===== src/rtl/scd_pkg.sv =====
// package: strap decoder register map, field positions and encodings
package scd_pkg;
  // coined register indices on the plain register port
  localparam logic [3:0] ADDR_ADV      = 4'h0; // advertisement word (reg 4)
  localparam logic [3:0] ADDR_GIG      = 4'h1; // gigabit control (reg 9)
  localparam logic [3:0] ADDR_AUX_EN   = 4'h2; // reg 18
  localparam logic [3:0] ADDR_EXT_CTL  = 4'h3; // reg 20E
  localparam logic [3:0] ADDR_MAC_CTL  = 4'h4; // reg 23
  localparam logic [3:0] ADDR_PWR_CTL  = 4'h5; // reg 28
  localparam logic [3:0] ADDR_STRAP    = 4'h6; // raw sampled strap bits
  localparam logic [3:0] ADDR_STATUS   = 4'h7; // load done, reserved misuse

  // field positions
  localparam int ADV_ABIL_LO   = 5;   // reg 4 bits 8:5
  localparam int ADV_SYM_PAUSE = 10;
  localparam int ADV_ASY_PAUSE = 11;
  localparam int GIG_ABIL_LO   = 8;   // reg 9 bits 9:8
  localparam int AUX_EN_BIT    = 0;
  localparam int DOWNSHIFT_BIT = 4;
  localparam int AUX_FREQ_BIT  = 8;
  localparam int MEDIA_LO      = 8;   // reg 23 bits 10:8
  localparam int MAC_ANEG_BIT  = 13;
  localparam int LDPS_BIT      = 6;

  // speed/duplex strap codes -> {reg4[8:5]} and {reg9[9:8]}
  // reg4 8:5 = 100FD,100HD,10FD,10HD ; reg9 9:8 = 1000FD,1000HD
  localparam logic [3:0] ADV_ALL    = 4'hF;
  localparam logic [1:0] GIG_ALL    = 2'h3;
  localparam logic [3:0] ADV_NOHALF = 4'hF;
  localparam logic [1:0] GIG_FDX    = 2'h2;
  localparam logic [3:0] ADV_NONE   = 4'h0;
  localparam logic [1:0] GIG_NONE   = 2'h0;

  localparam logic [2:0] MEDIA_RSVD = 3'h4;
  localparam logic [15:0] REG_RESET = 16'h0000;
endpackage : scd_pkg


===== src/rtl/scd_sync.sv =====
// module: two-flop synchroniser for a bus of strap pin levels
`timescale 1ns/1ns
`default_nettype none
module scd_sync #(
  parameter int W = 32
) (
  input  wire logic         sys_clk_i,
  input  wire logic         rst_b_i,
  input  wire logic [W-1:0] async_i,
  output logic      [W-1:0] sync_o
);
  logic [W-1:0] meta;

  always_ff @(posedge sys_clk_i or negedge rst_b_i) begin
    if (!rst_b_i) begin
      meta   <= '0;
      sync_o <= '0;
    end else begin
      meta   <= async_i;
      sync_o <= meta;
    end
  end
endmodule : scd_sync
`default_nettype wire


===== src/rtl/scd_strap_decoder.sv =====
// module: strap pin sampler and register default loader
// Behaviour
// - pin 7 bit 2 loads downshift enable, reg 20E bit 4
// - pin 7 bits 1:0 set advertised abilities; 00 all, 01 no 1000 half
// - speed code 10 gives 1000 full only; 11 gives 10/100 both duplexes
// - pin 6 bits load MAC aneg, power saving, asym and sym pause
// - media codes 010, 011 select fiber modes; 100 is reserved
// - media codes 101 and 111 select copper/fiber auto sensing
// - media code 110 selects copper or 1000BASE-X auto sensing
// - pin 5 bit 1 selects aux clock 125 or 156.25 MHz
// - pin 5 bit 0 loads aux clock output enable, reg 18 bit 0
// - each of eight strap pins gives four configuration bits
`timescale 1ns/1ns
`default_nettype none
module scd_strap_decoder #(
  parameter int NPINS = 8,
  parameter int BITS  = 4
) (
  input  wire logic                  sys_clk_i,
  input  wire logic                  rst_b_i,
  input  wire logic [NPINS*BITS-1:0] config_strap_pins_i,
  input  wire logic [3:0]            reg_addr_i,
  input  wire logic [15:0]           reg_wdata_i,
  input  wire logic                  reg_wr_i,
  input  wire logic                  reg_rd_i,
  output logic      [15:0]           reg_rdata_o,
  output logic                       load_done_o,
  output logic      [2:0]            media_sel_o,
  output logic                       aux_clock_output_en_o,
  output logic                       aux_clock_output_fast_o,
  output logic                       downshift_en_o,
  output logic                       mac_aneg_en_o,
  output logic                       link_down_power_saving_o
);
  typedef enum logic [1:0] {SCD_SETTLE, SCD_FILL, SCD_LOAD, SCD_RUN}
    scd_state_e;

  logic [NPINS*BITS-1:0] strap_sync;
  logic [NPINS*BITS-1:0] strap_cap;
  scd_state_e            state;
  logic [15:0] reg_adv, reg_gig, reg_aux, reg_ext, reg_mac, reg_pwr;
  logic        rsvd_misuse;

  // each pin carries four bits: pin p bit b sits at p*BITS+b
  function automatic logic strap_bit(input logic [NPINS*BITS-1:0] s,
                                     input int p, input int b);
    strap_bit = s[p*BITS+b];
  endfunction : strap_bit

  // speed/duplex strap to advertisement fields
  function automatic logic [5:0] speed_adv(input logic [1:0] code);
    case (code)
      2'b00:   speed_adv = {scd_pkg::GIG_ALL, scd_pkg::ADV_ALL};
      2'b01:   speed_adv = {scd_pkg::GIG_FDX, scd_pkg::ADV_NOHALF};
      2'b10:   speed_adv = {scd_pkg::GIG_FDX, scd_pkg::ADV_NONE};
      default: speed_adv = {scd_pkg::GIG_NONE, scd_pkg::ADV_ALL};
    endcase
  endfunction : speed_adv

  scd_sync #(.W(NPINS*BITS)) u_sync (
    .sys_clk_i (sys_clk_i),
    .rst_b_i   (rst_b_i),
    .async_i   (config_strap_pins_i),
    .sync_o    (strap_sync)
  );

  logic       ld;
  logic [1:0] spd;
  logic [2:0] media;
  logic [5:0] abil;
  assign ld    = (state == SCD_LOAD);
  assign spd   = {strap_bit(strap_sync, 7, 1), strap_bit(strap_sync, 7, 0)};
  assign abil  = speed_adv(spd);
  assign media = {strap_bit(strap_sync, 5, 3), strap_bit(strap_sync, 4, 3),
                  strap_bit(strap_sync, 3, 3)};

  // two settle cycles: both sync flops must hold pin levels before the load
  always_ff @(posedge sys_clk_i or negedge rst_b_i) begin
    if (!rst_b_i) begin
      state <= SCD_SETTLE;
    end else begin
      case (state)
        SCD_SETTLE: state <= SCD_FILL;
        SCD_FILL:   state <= SCD_LOAD;
        SCD_LOAD:   state <= SCD_RUN;
        SCD_RUN:    state <= SCD_RUN;
        default:    state <= SCD_SETTLE;
      endcase
    end
  end

  always_ff @(posedge sys_clk_i or negedge rst_b_i) begin
    if (!rst_b_i) begin
      strap_cap   <= '0;
      rsvd_misuse <= 1'b0;
    end else if (ld) begin
      strap_cap   <= strap_sync;
      // board must tie these low; flag if not, ignore their value
      rsvd_misuse <= strap_bit(strap_sync, 7, 3) |
                     strap_bit(strap_sync, 5, 2) |
                     (media == scd_pkg::MEDIA_RSVD);
    end
  end

  logic wr_adv, wr_gig, wr_aux, wr_ext, wr_mac, wr_pwr;
  assign wr_adv = reg_wr_i && reg_addr_i == scd_pkg::ADDR_ADV;
  assign wr_gig = reg_wr_i && reg_addr_i == scd_pkg::ADDR_GIG;
  assign wr_aux = reg_wr_i && reg_addr_i == scd_pkg::ADDR_AUX_EN;
  assign wr_ext = reg_wr_i && reg_addr_i == scd_pkg::ADDR_EXT_CTL;
  assign wr_mac = reg_wr_i && reg_addr_i == scd_pkg::ADDR_MAC_CTL;
  assign wr_pwr = reg_wr_i && reg_addr_i == scd_pkg::ADDR_PWR_CTL;

  // strap load happens once; software writes take effect afterwards
  always_ff @(posedge sys_clk_i or negedge rst_b_i) begin
    if (!rst_b_i) begin
      reg_adv <= scd_pkg::REG_RESET;
    end else if (ld) begin
      reg_adv <= scd_pkg::REG_RESET;
      reg_adv[scd_pkg::ADV_ABIL_LO +: 4] <= abil[3:0];
      reg_adv[scd_pkg::ADV_ASY_PAUSE] <= strap_bit(strap_sync, 6, 1);
      reg_adv[scd_pkg::ADV_SYM_PAUSE] <= strap_bit(strap_sync, 6, 0);
    end else if (wr_adv) begin
      reg_adv <= reg_wdata_i;
    end
  end

  always_ff @(posedge sys_clk_i or negedge rst_b_i) begin
    if (!rst_b_i) begin
      reg_gig <= scd_pkg::REG_RESET;
    end else if (ld) begin
      reg_gig <= scd_pkg::REG_RESET;
      reg_gig[scd_pkg::GIG_ABIL_LO +: 2] <= abil[5:4];
    end else if (wr_gig) begin
      reg_gig <= reg_wdata_i;
    end
  end

  always_ff @(posedge sys_clk_i or negedge rst_b_i) begin
    if (!rst_b_i) begin
      reg_aux <= scd_pkg::REG_RESET;
    end else if (ld) begin
      reg_aux <= scd_pkg::REG_RESET;
      reg_aux[scd_pkg::AUX_EN_BIT] <= strap_bit(strap_sync, 5, 0);
    end else if (wr_aux) begin
      reg_aux <= reg_wdata_i;
    end
  end

  always_ff @(posedge sys_clk_i or negedge rst_b_i) begin
    if (!rst_b_i) begin
      reg_ext <= scd_pkg::REG_RESET;
    end else if (ld) begin
      reg_ext <= scd_pkg::REG_RESET;
      reg_ext[scd_pkg::DOWNSHIFT_BIT] <= strap_bit(strap_sync, 7, 2);
      reg_ext[scd_pkg::AUX_FREQ_BIT] <= strap_bit(strap_sync, 5, 1);
    end else if (wr_ext) begin
      reg_ext <= reg_wdata_i;
    end
  end

  // media codes pass straight through; 100 is reserved and kept as strapped
  always_ff @(posedge sys_clk_i or negedge rst_b_i) begin
    if (!rst_b_i) begin
      reg_mac <= scd_pkg::REG_RESET;
    end else if (ld) begin
      reg_mac <= scd_pkg::REG_RESET;
      reg_mac[scd_pkg::MEDIA_LO +: 3] <= media;
      reg_mac[scd_pkg::MAC_ANEG_BIT] <= strap_bit(strap_sync, 6, 3);
    end else if (wr_mac) begin
      reg_mac <= reg_wdata_i;
    end
  end

  always_ff @(posedge sys_clk_i or negedge rst_b_i) begin
    if (!rst_b_i) begin
      reg_pwr <= scd_pkg::REG_RESET;
    end else if (ld) begin
      reg_pwr <= scd_pkg::REG_RESET;
      reg_pwr[scd_pkg::LDPS_BIT] <= strap_bit(strap_sync, 6, 2);
    end else if (wr_pwr) begin
      reg_pwr <= reg_wdata_i;
    end
  end

  // register-fed outputs, one cycle behind the fields
  always_ff @(posedge sys_clk_i or negedge rst_b_i) begin
    if (!rst_b_i) begin
      load_done_o              <= 1'b0;
      media_sel_o              <= 3'h0;
      aux_clock_output_en_o    <= 1'b0;
      aux_clock_output_fast_o  <= 1'b0;
      downshift_en_o           <= 1'b0;
      mac_aneg_en_o            <= 1'b0;
      link_down_power_saving_o <= 1'b0;
    end else begin
      load_done_o              <= (state == SCD_RUN);
      media_sel_o              <= reg_mac[scd_pkg::MEDIA_LO +: 3];
      aux_clock_output_en_o    <= reg_aux[scd_pkg::AUX_EN_BIT];
      aux_clock_output_fast_o  <= reg_ext[scd_pkg::AUX_FREQ_BIT];
      downshift_en_o           <= reg_ext[scd_pkg::DOWNSHIFT_BIT];
      mac_aneg_en_o            <= reg_mac[scd_pkg::MAC_ANEG_BIT];
      link_down_power_saving_o <= reg_pwr[scd_pkg::LDPS_BIT];
    end
  end

  // read data valid only in the cycle after the strobe; unmapped reads zero
  always_ff @(posedge sys_clk_i or negedge rst_b_i) begin
    if (!rst_b_i) begin
      reg_rdata_o <= 16'h0000;
    end else if (reg_rd_i) begin
      case (reg_addr_i)
        scd_pkg::ADDR_ADV:     reg_rdata_o <= reg_adv;
        scd_pkg::ADDR_GIG:     reg_rdata_o <= reg_gig;
        scd_pkg::ADDR_AUX_EN:  reg_rdata_o <= reg_aux;
        scd_pkg::ADDR_EXT_CTL: reg_rdata_o <= reg_ext;
        scd_pkg::ADDR_MAC_CTL: reg_rdata_o <= reg_mac;
        scd_pkg::ADDR_PWR_CTL: reg_rdata_o <= reg_pwr;
        scd_pkg::ADDR_STRAP:   reg_rdata_o <= strap_cap[15:0];
        scd_pkg::ADDR_STATUS:
          reg_rdata_o <= {14'h0000, rsvd_misuse, state == SCD_RUN};
        default:               reg_rdata_o <= 16'h0000;
      endcase
    end else begin
      reg_rdata_o <= 16'h0000;
    end
  end
endmodule : scd_strap_decoder
`default_nettype wire


===== config.mk =====
export PLATFORM = sky130hd
export DESIGN_NAME = scd_strap_decoder
export DESIGN_NICKNAME = d
export VERILOG_FILES = /design/src/rtl/scd_pkg.sv /design/src/rtl/scd_sync.sv /design/src/rtl/scd_strap_decoder.sv
export SDC_FILE = /design/constraint.sdc
export NUM_CORES = 1
export LEC_CHECK = 0
export ABC_AREA = 0
export BUFFER_PORTS_ARGS = -buffer_cell sky130_fd_sc_hd__clkbuf_2
export CORE_ASPECT_RATIO = 1.5
export CORE_MARGIN = 8
export CORE_UTILIZATION = 61
export CTS_BUF_LIST = sky130_fd_sc_hd__clkbuf_8
export CTS_CLUSTER_DIAMETER = 100
export CTS_CLUSTER_SIZE = 12
export DETAILED_ROUTE_END_ITERATION = 6
export PLACE_DENSITY = 0.82
export SLEW_MARGIN = 20
export SYNTH_ARGS = -nofsm -noshare
export SYNTH_HDL_FRONTEND = slang
export SYNTH_SLANG_ARGS = --single-unit

===== constraint.sdc =====
create_clock -name sys_clk_i -period 1.55 [get_ports sys_clk_i]
set_input_delay 0.31 -clock sys_clk_i [delete_from_list [all_inputs] [get_ports sys_clk_i]]
set_output_delay 0.31 -clock sys_clk_i [all_outputs]
set_load 0.01 [all_outputs]

==> impl_metrics.json, run 1 <==
{
  "run_status": "finished clean",
  "cts-htree-levels": 4,
  "drt_iter0_markers": 741,
  "crit_type": "reg -> reg",
  "clockBufferDepth": 2,
  "cellLeakagePower_uw": 0.00470,
  "pin_count": 81,
  "start_util_pct": 61.6,
  "dr.pass1.iters": 7,
  "min_period_ns": 1.45,
  "stdcell_count": 1137,
  "endpoint_kind": "flip-flop",
  "switchingPower_uw": 3280,
  "fin_skew_ns": 0.0127,
  "worst_pin_slew_ns": 0.558,
  "die_x_um": 113,
  "portBuffers": 77,
  "synthToLayoutAreaGrowth_pct": 19.8,
  "clock_power_share_pct": 30.5,
  "crit_start": "state[0]",
  "async_reset_ff_share_pct": 100,
  "drc": 0,
  "r2r_slack_ns": 0.1,
  "p_total_uw": 11300,
  "ant_nets": 0,
  "ys_seq_area_share_pct": 58.0,
  "routedWlPerCell_um": 21.9,
  "synth_edf_count": 0,
  "critPathBufInv": 1,
  "crit_family": "simple AND/OR/NAND/NOR gates",
  "worstRegToRegCells": 4,
  "cp_data_arrival_time_ns": 1.81,
  "ys_types": 38,
  "ys.flop_type": "dfrtp_1",
  "ir_worst_vdd_mv": 0.941,
  "rows": 53,
  "vias": 7334,
  "cts.clk_slew.worst_paths_ns": 0.11,
  "cts-buffers-inserted": 17,
  "cts_sinks": 198,
  "drv_slew": 0,
  "max_freq_mhz": 689,
  "final-setup-viol-count": 0,
  "grt_pass1_wl_mm": 39.7,
  "sw_frac_of_total_pct": 29.1,
  "hold_viol": 0,
  "grt_max_degree": 65,
  "syn_avg_cell_area_um2": 10.2,
  "slew_headroom_pct": 62.8,
  "fin_crit_sh_pct": 93.6,
  "max_stage_delay_ns": 0.39,
  "rsz0062_at_grt": "false",
  "synthesis.area_mm2": 0.00854,
  "synthCells": 840,
  "clk_latency_ns": 0.48,
  "overflow": 0,
  "grt_pass1_vias": 7455,
  "critPathLaunchType": "flip-flop",
  "coreArea_mm2": 0.0139,
  "tritoncts": "yes",
  "die_y_um": 161,
  "diodes": 0,
  "ys_warn_count": 0,
  "cts.root.buffer_cell": "clkbuf_8",
  "crit_path_cell_trace": "nand2b_1, buf_4, nor2_1, a31oi_1",
  "setup.worst_path.end": "reg_adv[11]",
  "grt_antenna_before_repair": 0,
  "synth_nets": 896,
  "cp.depth": 4,
  "drive_gt1_share_pct": 20.1,
  "ys_ff_latch": 198,
  "combPwrFrac_pct": 14.8,
  "gp_congestion": 0.948,
  "die-area_mm2": 0.0181,
  "drv_cap": 0,
  "cts.repair.resized": 0,
  "dp_cells": 1075,
  "r2r-end": "reg_adv[11]",
  "dp.final_hpwl_mm": 17.3,
  "setup-tns-final_ns": 0,
  "pwr-share-seq_pct": 54.7,
  "final_nets": 1015,
  "wl_mm": 24.9,
  "grt_use_total_pct": 28.5,
  "critPathMaxFanout": 13,
  "hp-class": "in -> reg",
  "cpMaxStageDelayCell": "dfrtp_1",
  "p_int_uw": 8000,
  "vias_per_cell": 6.45,
  "cp.required_ns": 1.91,
  "p_per_area_mw_per_mm2": 1100,
  "timing.rr.start": "state[0]"
}
==> worst register-to-register path, stage by stage, from the launching register on <==
cell      delay (ns)
dfrtp_1         0.39
nand2b_1        0.28
buf_4           0.25
nor2_1          0.32
a31oi_1         0.08
==> layer usage <==
layer | track usage (%) | routed length, um | share of wire [%]
met1 | 32.8 | 8960 | 36
met2 | 47.6 | 12500 | 50
met3 | 5.79 | 2010 | 8.1
met4 | 18.2 | 1420 | 5.7
met5 | 0 | 0 | 0
==> cells in the final DEF (no fill, tap or decap), drive strengths merged, types with 2 or more instances in the layout <==
cell | netlist | final
and3b | 60 | 60
nor2b | 3 | 3
nand2 | 63 | 63
a21oi | 80 | 80
clkinv | 0 | 4
dfrtp | 198 | 198
and3 | 17 | 17
o21ai | 142 | 142
a41oi | 16 | 16
nor4b | 2 | 2
nand3 | 98 | 98
clkbuf | 49 | 95
inv | 2 | 11
nor3b | 18 | 18
or2 | 2 | 2
nand2b | 6 | 6
dlygate4sd3 | 0 | 30
a31oi | 17 | 17
buf | 35 | 77
and2 | 2 | 2
nor2 | 19 | 19
==> synth_stat cells (16+ instances only) <==
master	count	area (um2)
dfrtp_1	198	4950
o21ai_0	121	606
nand3_1	98	490
a21oi_1	80	400
nand2_1	63	236
and3b_1	60	526
clkbuf_1	44	165
o21ai_1	21	105
buf_2	19	95.1
nor2_1	18	67.6
nor3b_1	18	135
a31oi_1	17	106
and3_1	17	106
a41oi_1	16	140
==> kinds of logic after synthesis <==
family | synth area share (%)
and+or+nand+nor | 20.7
AOI/OAI and AO/OA | 16.2
muxes | 0.117
DFF | 58.0
buffers and inverters | 4.92
==> power by group through the flow <==
stage	clock network (uW)	logic (uW)	registers (uW)
final	3440	1670	6180
after global routing	3710	1840	6230
after CTS	3490	1650	6150
after detailed placement	0	1590	6260
after global placement	0	1500	6210
after floorplan	0	905	6150
==> registers in the layout, indices dropped and copies added (netlist names), 2 cells and up <==
name	cells
reg_adv	16
reg_mac	16
u_sync.meta	29
state	2
reg_rdata_o	16
reg_pwr	16
reg_ext	16
reg_aux	16
u_sync.sync_o	29
strap_cap	16
media_sel_o	3
reg_gig	16
==> how the worst min path moves through the flow <==
stage / depth (start not counted) / slack (ns) / from / endpoint
finish: 3 / 0.16 / reg_wdata_i[5] / reg_gig[5]
global route: 3 / 0.15 / reg_wdata_i[5] / reg_gig[5]
CTS: 3 / 0.14 / reg_wdata_i[5] / reg_gig[5]
detailed placement: 1 / 0.29 / rst_b_i / u_sync.meta[22]
global placement: 1 / 0.28 / rst_b_i / u_sync.meta[22]
floorplan: 0 / 0.01 / rst_b_i / aux_clock_output_en_o
==> timing repair <==
action	4_1_cts	5_1_grt
hold endpoints to repair	75	0
hold buffers	30	0
setup buffers	0	0
endpoints found under the setup margin	0	0
==> layout make-up <==
cell class	count	area, um2
clock inverters	14	174
repair buffers	184	1460
fillers	991	3630
well taps	165	206
multi-input cells	556	3180
inverters	2	7.51
flip-flops and latches	198	4950
clock buffers	18	248
==> metrics by stage <==
stage          util (%)  instance area, um2  worst slack, ns  hold slack, ns
2_1_floorplan         -                8540            0.103          0.0144
3_3_place_gp       68.6                9510           -0.116           0.280
3_5_place_dp       68.6                9510           -0.216           0.291
4_1_cts            73.8               10200           0.0837           0.135
5_1_grt            73.8               10200           0.0425           0.145
6_report           73.8               10200           0.0991           0.163
No activity file was read; power rests on OpenSTA's default activity.
==> inputs of run 2 (changes only) <==
- RECOVER_POWER: unset -> 25
==> impl_metrics.json, run 2 (synthesized netlist as in run 1, its figures left out) <==
{
  "portBuffers": 77,
  "endpoint_kind": "flip-flop",
  "routedWlPerCell_um": 21.8,
  "worst_pin_slew_ns": 0.764,
  "timing.rr.start": "state[1]",
  "design_area_mm2": 0.0102,
  "cts.clk_slew.worst_paths_ns": 0.11,
  "grt_pass1_wl_mm": 39.7,
  "tritoncts": "yes",
  "crit_type": "reg -> reg",
  "hp-class": "in -> reg",
  "combPwrFrac_pct": 14.7,
  "grt_antenna_before_repair": 0,
  "fin_crit_sh_pct": 95.4,
  "coreArea_mm2": 0.0139,
  "p_per_area_mw_per_mm2": 1100,
  "die_y_um": 161,
  "cts_hold_buffers": 30,
  "drive_gt1_share_pct": 19.9,
  "final_nets": 1015,
  "cts-buffers-inserted": 17,
  "fin_skew_ns": 0.0105,
  "wl_met1_mm": 9.01,
  "final-setup-viol-count": 0,
  "rows": 53,
  "cp.required_ns": 1.90,
  "pwr-share-seq_pct": 54.7,
  "drv_cap": 0,
  "die-area_mm2": 0.0181,
  "reg_top3": "u_sync.meta: 29 flops, u_sync.sync_o: 29 flops",
  "rsz0062_at_grt": "false",
  "hold_viol": 0,
  "clock_power_share_pct": 30.5,
  "max_freq_mhz": 677,
  "worstHoldStart": "reg_wdata_i[15]",
  "final_common_cell": "dfrtp_1",
  "critPathLaunchType": "flip-flop",
  "clockBufferDepth": 2,
  "fillers": 994,
  "drt_iter0_markers": 803,
  "dr.pass1.iters": 5,
  "ant_nets": 0,
  "grt_use_total_pct": 28.5,
  "ir_worst_vdd_mv": 0.939,
  "synthToLayoutAreaGrowth_pct": 19.7,
  "crit_start": "state[1]",
  "cts-htree-levels": 4,
  "vias_per_cell": 6.43,
  "critPathMaxFanout": 13,
  "wl_mm": 24.8,
  "cp_data_arrival_time_ns": 1.83,
  "multi_input_area_mm2": 0.00318,
  "mostFrequentLayoutCells": "198 x dfrtp_1, 121 x o21ai_0, 98 x nand3_1",
  "gp_congestion": 0.948,
  "placed_area_mm2": 0.00951,
  "pin_count": 81,
  "clk_latency_ns": 0.48,
  "overflow": 0,
  "sw_frac_of_total_pct": 29.1,
  "seq_area_mm2": 0.00495,
  "die_x_um": 113,
  "wl_met3_mm": 1.82,
  "grt_pass1_vias": 7455,
  "cts.root.buffer_cell": "clkbuf_8",
  "diodes": 0,
  "cts_sinks": 198,
  "cellLeakagePower_uw": 0.00469,
  "whs_ns": 0.162,
  "grt_max_degree": 65,
  "post-cts-setup-buffers": 0,
  "p_int_uw": 8000,
  "vias": 7307,
  "cts.repair.resized": 0,
  "drc": 0,
  "drv_slew": 0,
  "switchingPower_uw": 3280,
  "min_period_ns": 1.48,
  "slew_headroom_pct": 49.1,
  "dp.final_hpwl_mm": 17.3,
  "met2_length_mm": 12.6,
  "topRoutingLayerUsed": "met4",
  "run_status": "finished clean",
  "start_util_pct": 61.6
}
run 2: cell counts in the layout (fill, tap and decap cells not counted):
No cell type changed its count.
run 2: worst paths after layout:
path / slack (ns) / cells past startpoint / to
worst min-delay path: 0.16 / 3 / reg_ext[15]
min in group asynchronous: 0.46 / 2 / u_sync.meta[15]
worst max-delay path: 0.07 / 4 / reg_adv[11]
worst max register to register: 0.07 / 4 / reg_adv[11]
max in group asynchronous: 0.37 / 3 / reg_rdata_o[12]
worst min register to register: 0.36 / 0 / u_sync.sync_o[9]
run 2: final cells by class:
| class | instances | area share [%] |
|---|---|---|
| sequential | 198 | 48.5 |
| clock inverter | 14 | 1.70 |
| timing repair buffer | 184 | 14.2 |
| multi-input combinational | 556 | 31.1 |
| inverter | 2 | 0.0734 |
| tap | 165 | 2.02 |
| clock buffer | 18 | 2.42 |
run 2: metal layers:
metal  GRT usage, %  vias to the layer above
met5              0                        -
met4           18.2                        0
met3           5.79                       88
met2           47.6                      378
met1           32.8                     3616
li1               -                     3225
run 2: per-stage QoR:
stage	utilization, %	TNS (ns)	setup slack (ns)	instances	power (uW)
finish	73.8	0	0.0720	1137	11300
CTS	73.8	0	0.0837	1137	11300
floorplan	-	0	0.103	840	7060
global route	73.8	0	0.0425	1137	11800
detailed placement	68.6	-9.22	-0.216	1075	7850
global placement	68.6	-5.36	-0.116	1075	7720
run 2: critical path, cell delays in order (launching register included):
cell	delay, ns
dfrtp_1	0.45
nand2b_1	0.23
buf_4	0.25
nor2_1	0.35
a31oi_1	0.08
run 2: power groups by stage:
stage / clock, uW / combinational [uW] / sequential [uW]
after global routing: 3710 / 1840 / 6230
after floorplan: 0 / 905 / 6150
after global placement: 0 / 1500 / 6210
final: 3440 / 1660 / 6180
after detailed placement: 0 / 1590 / 6260
after CTS: 3490 / 1650 / 6150
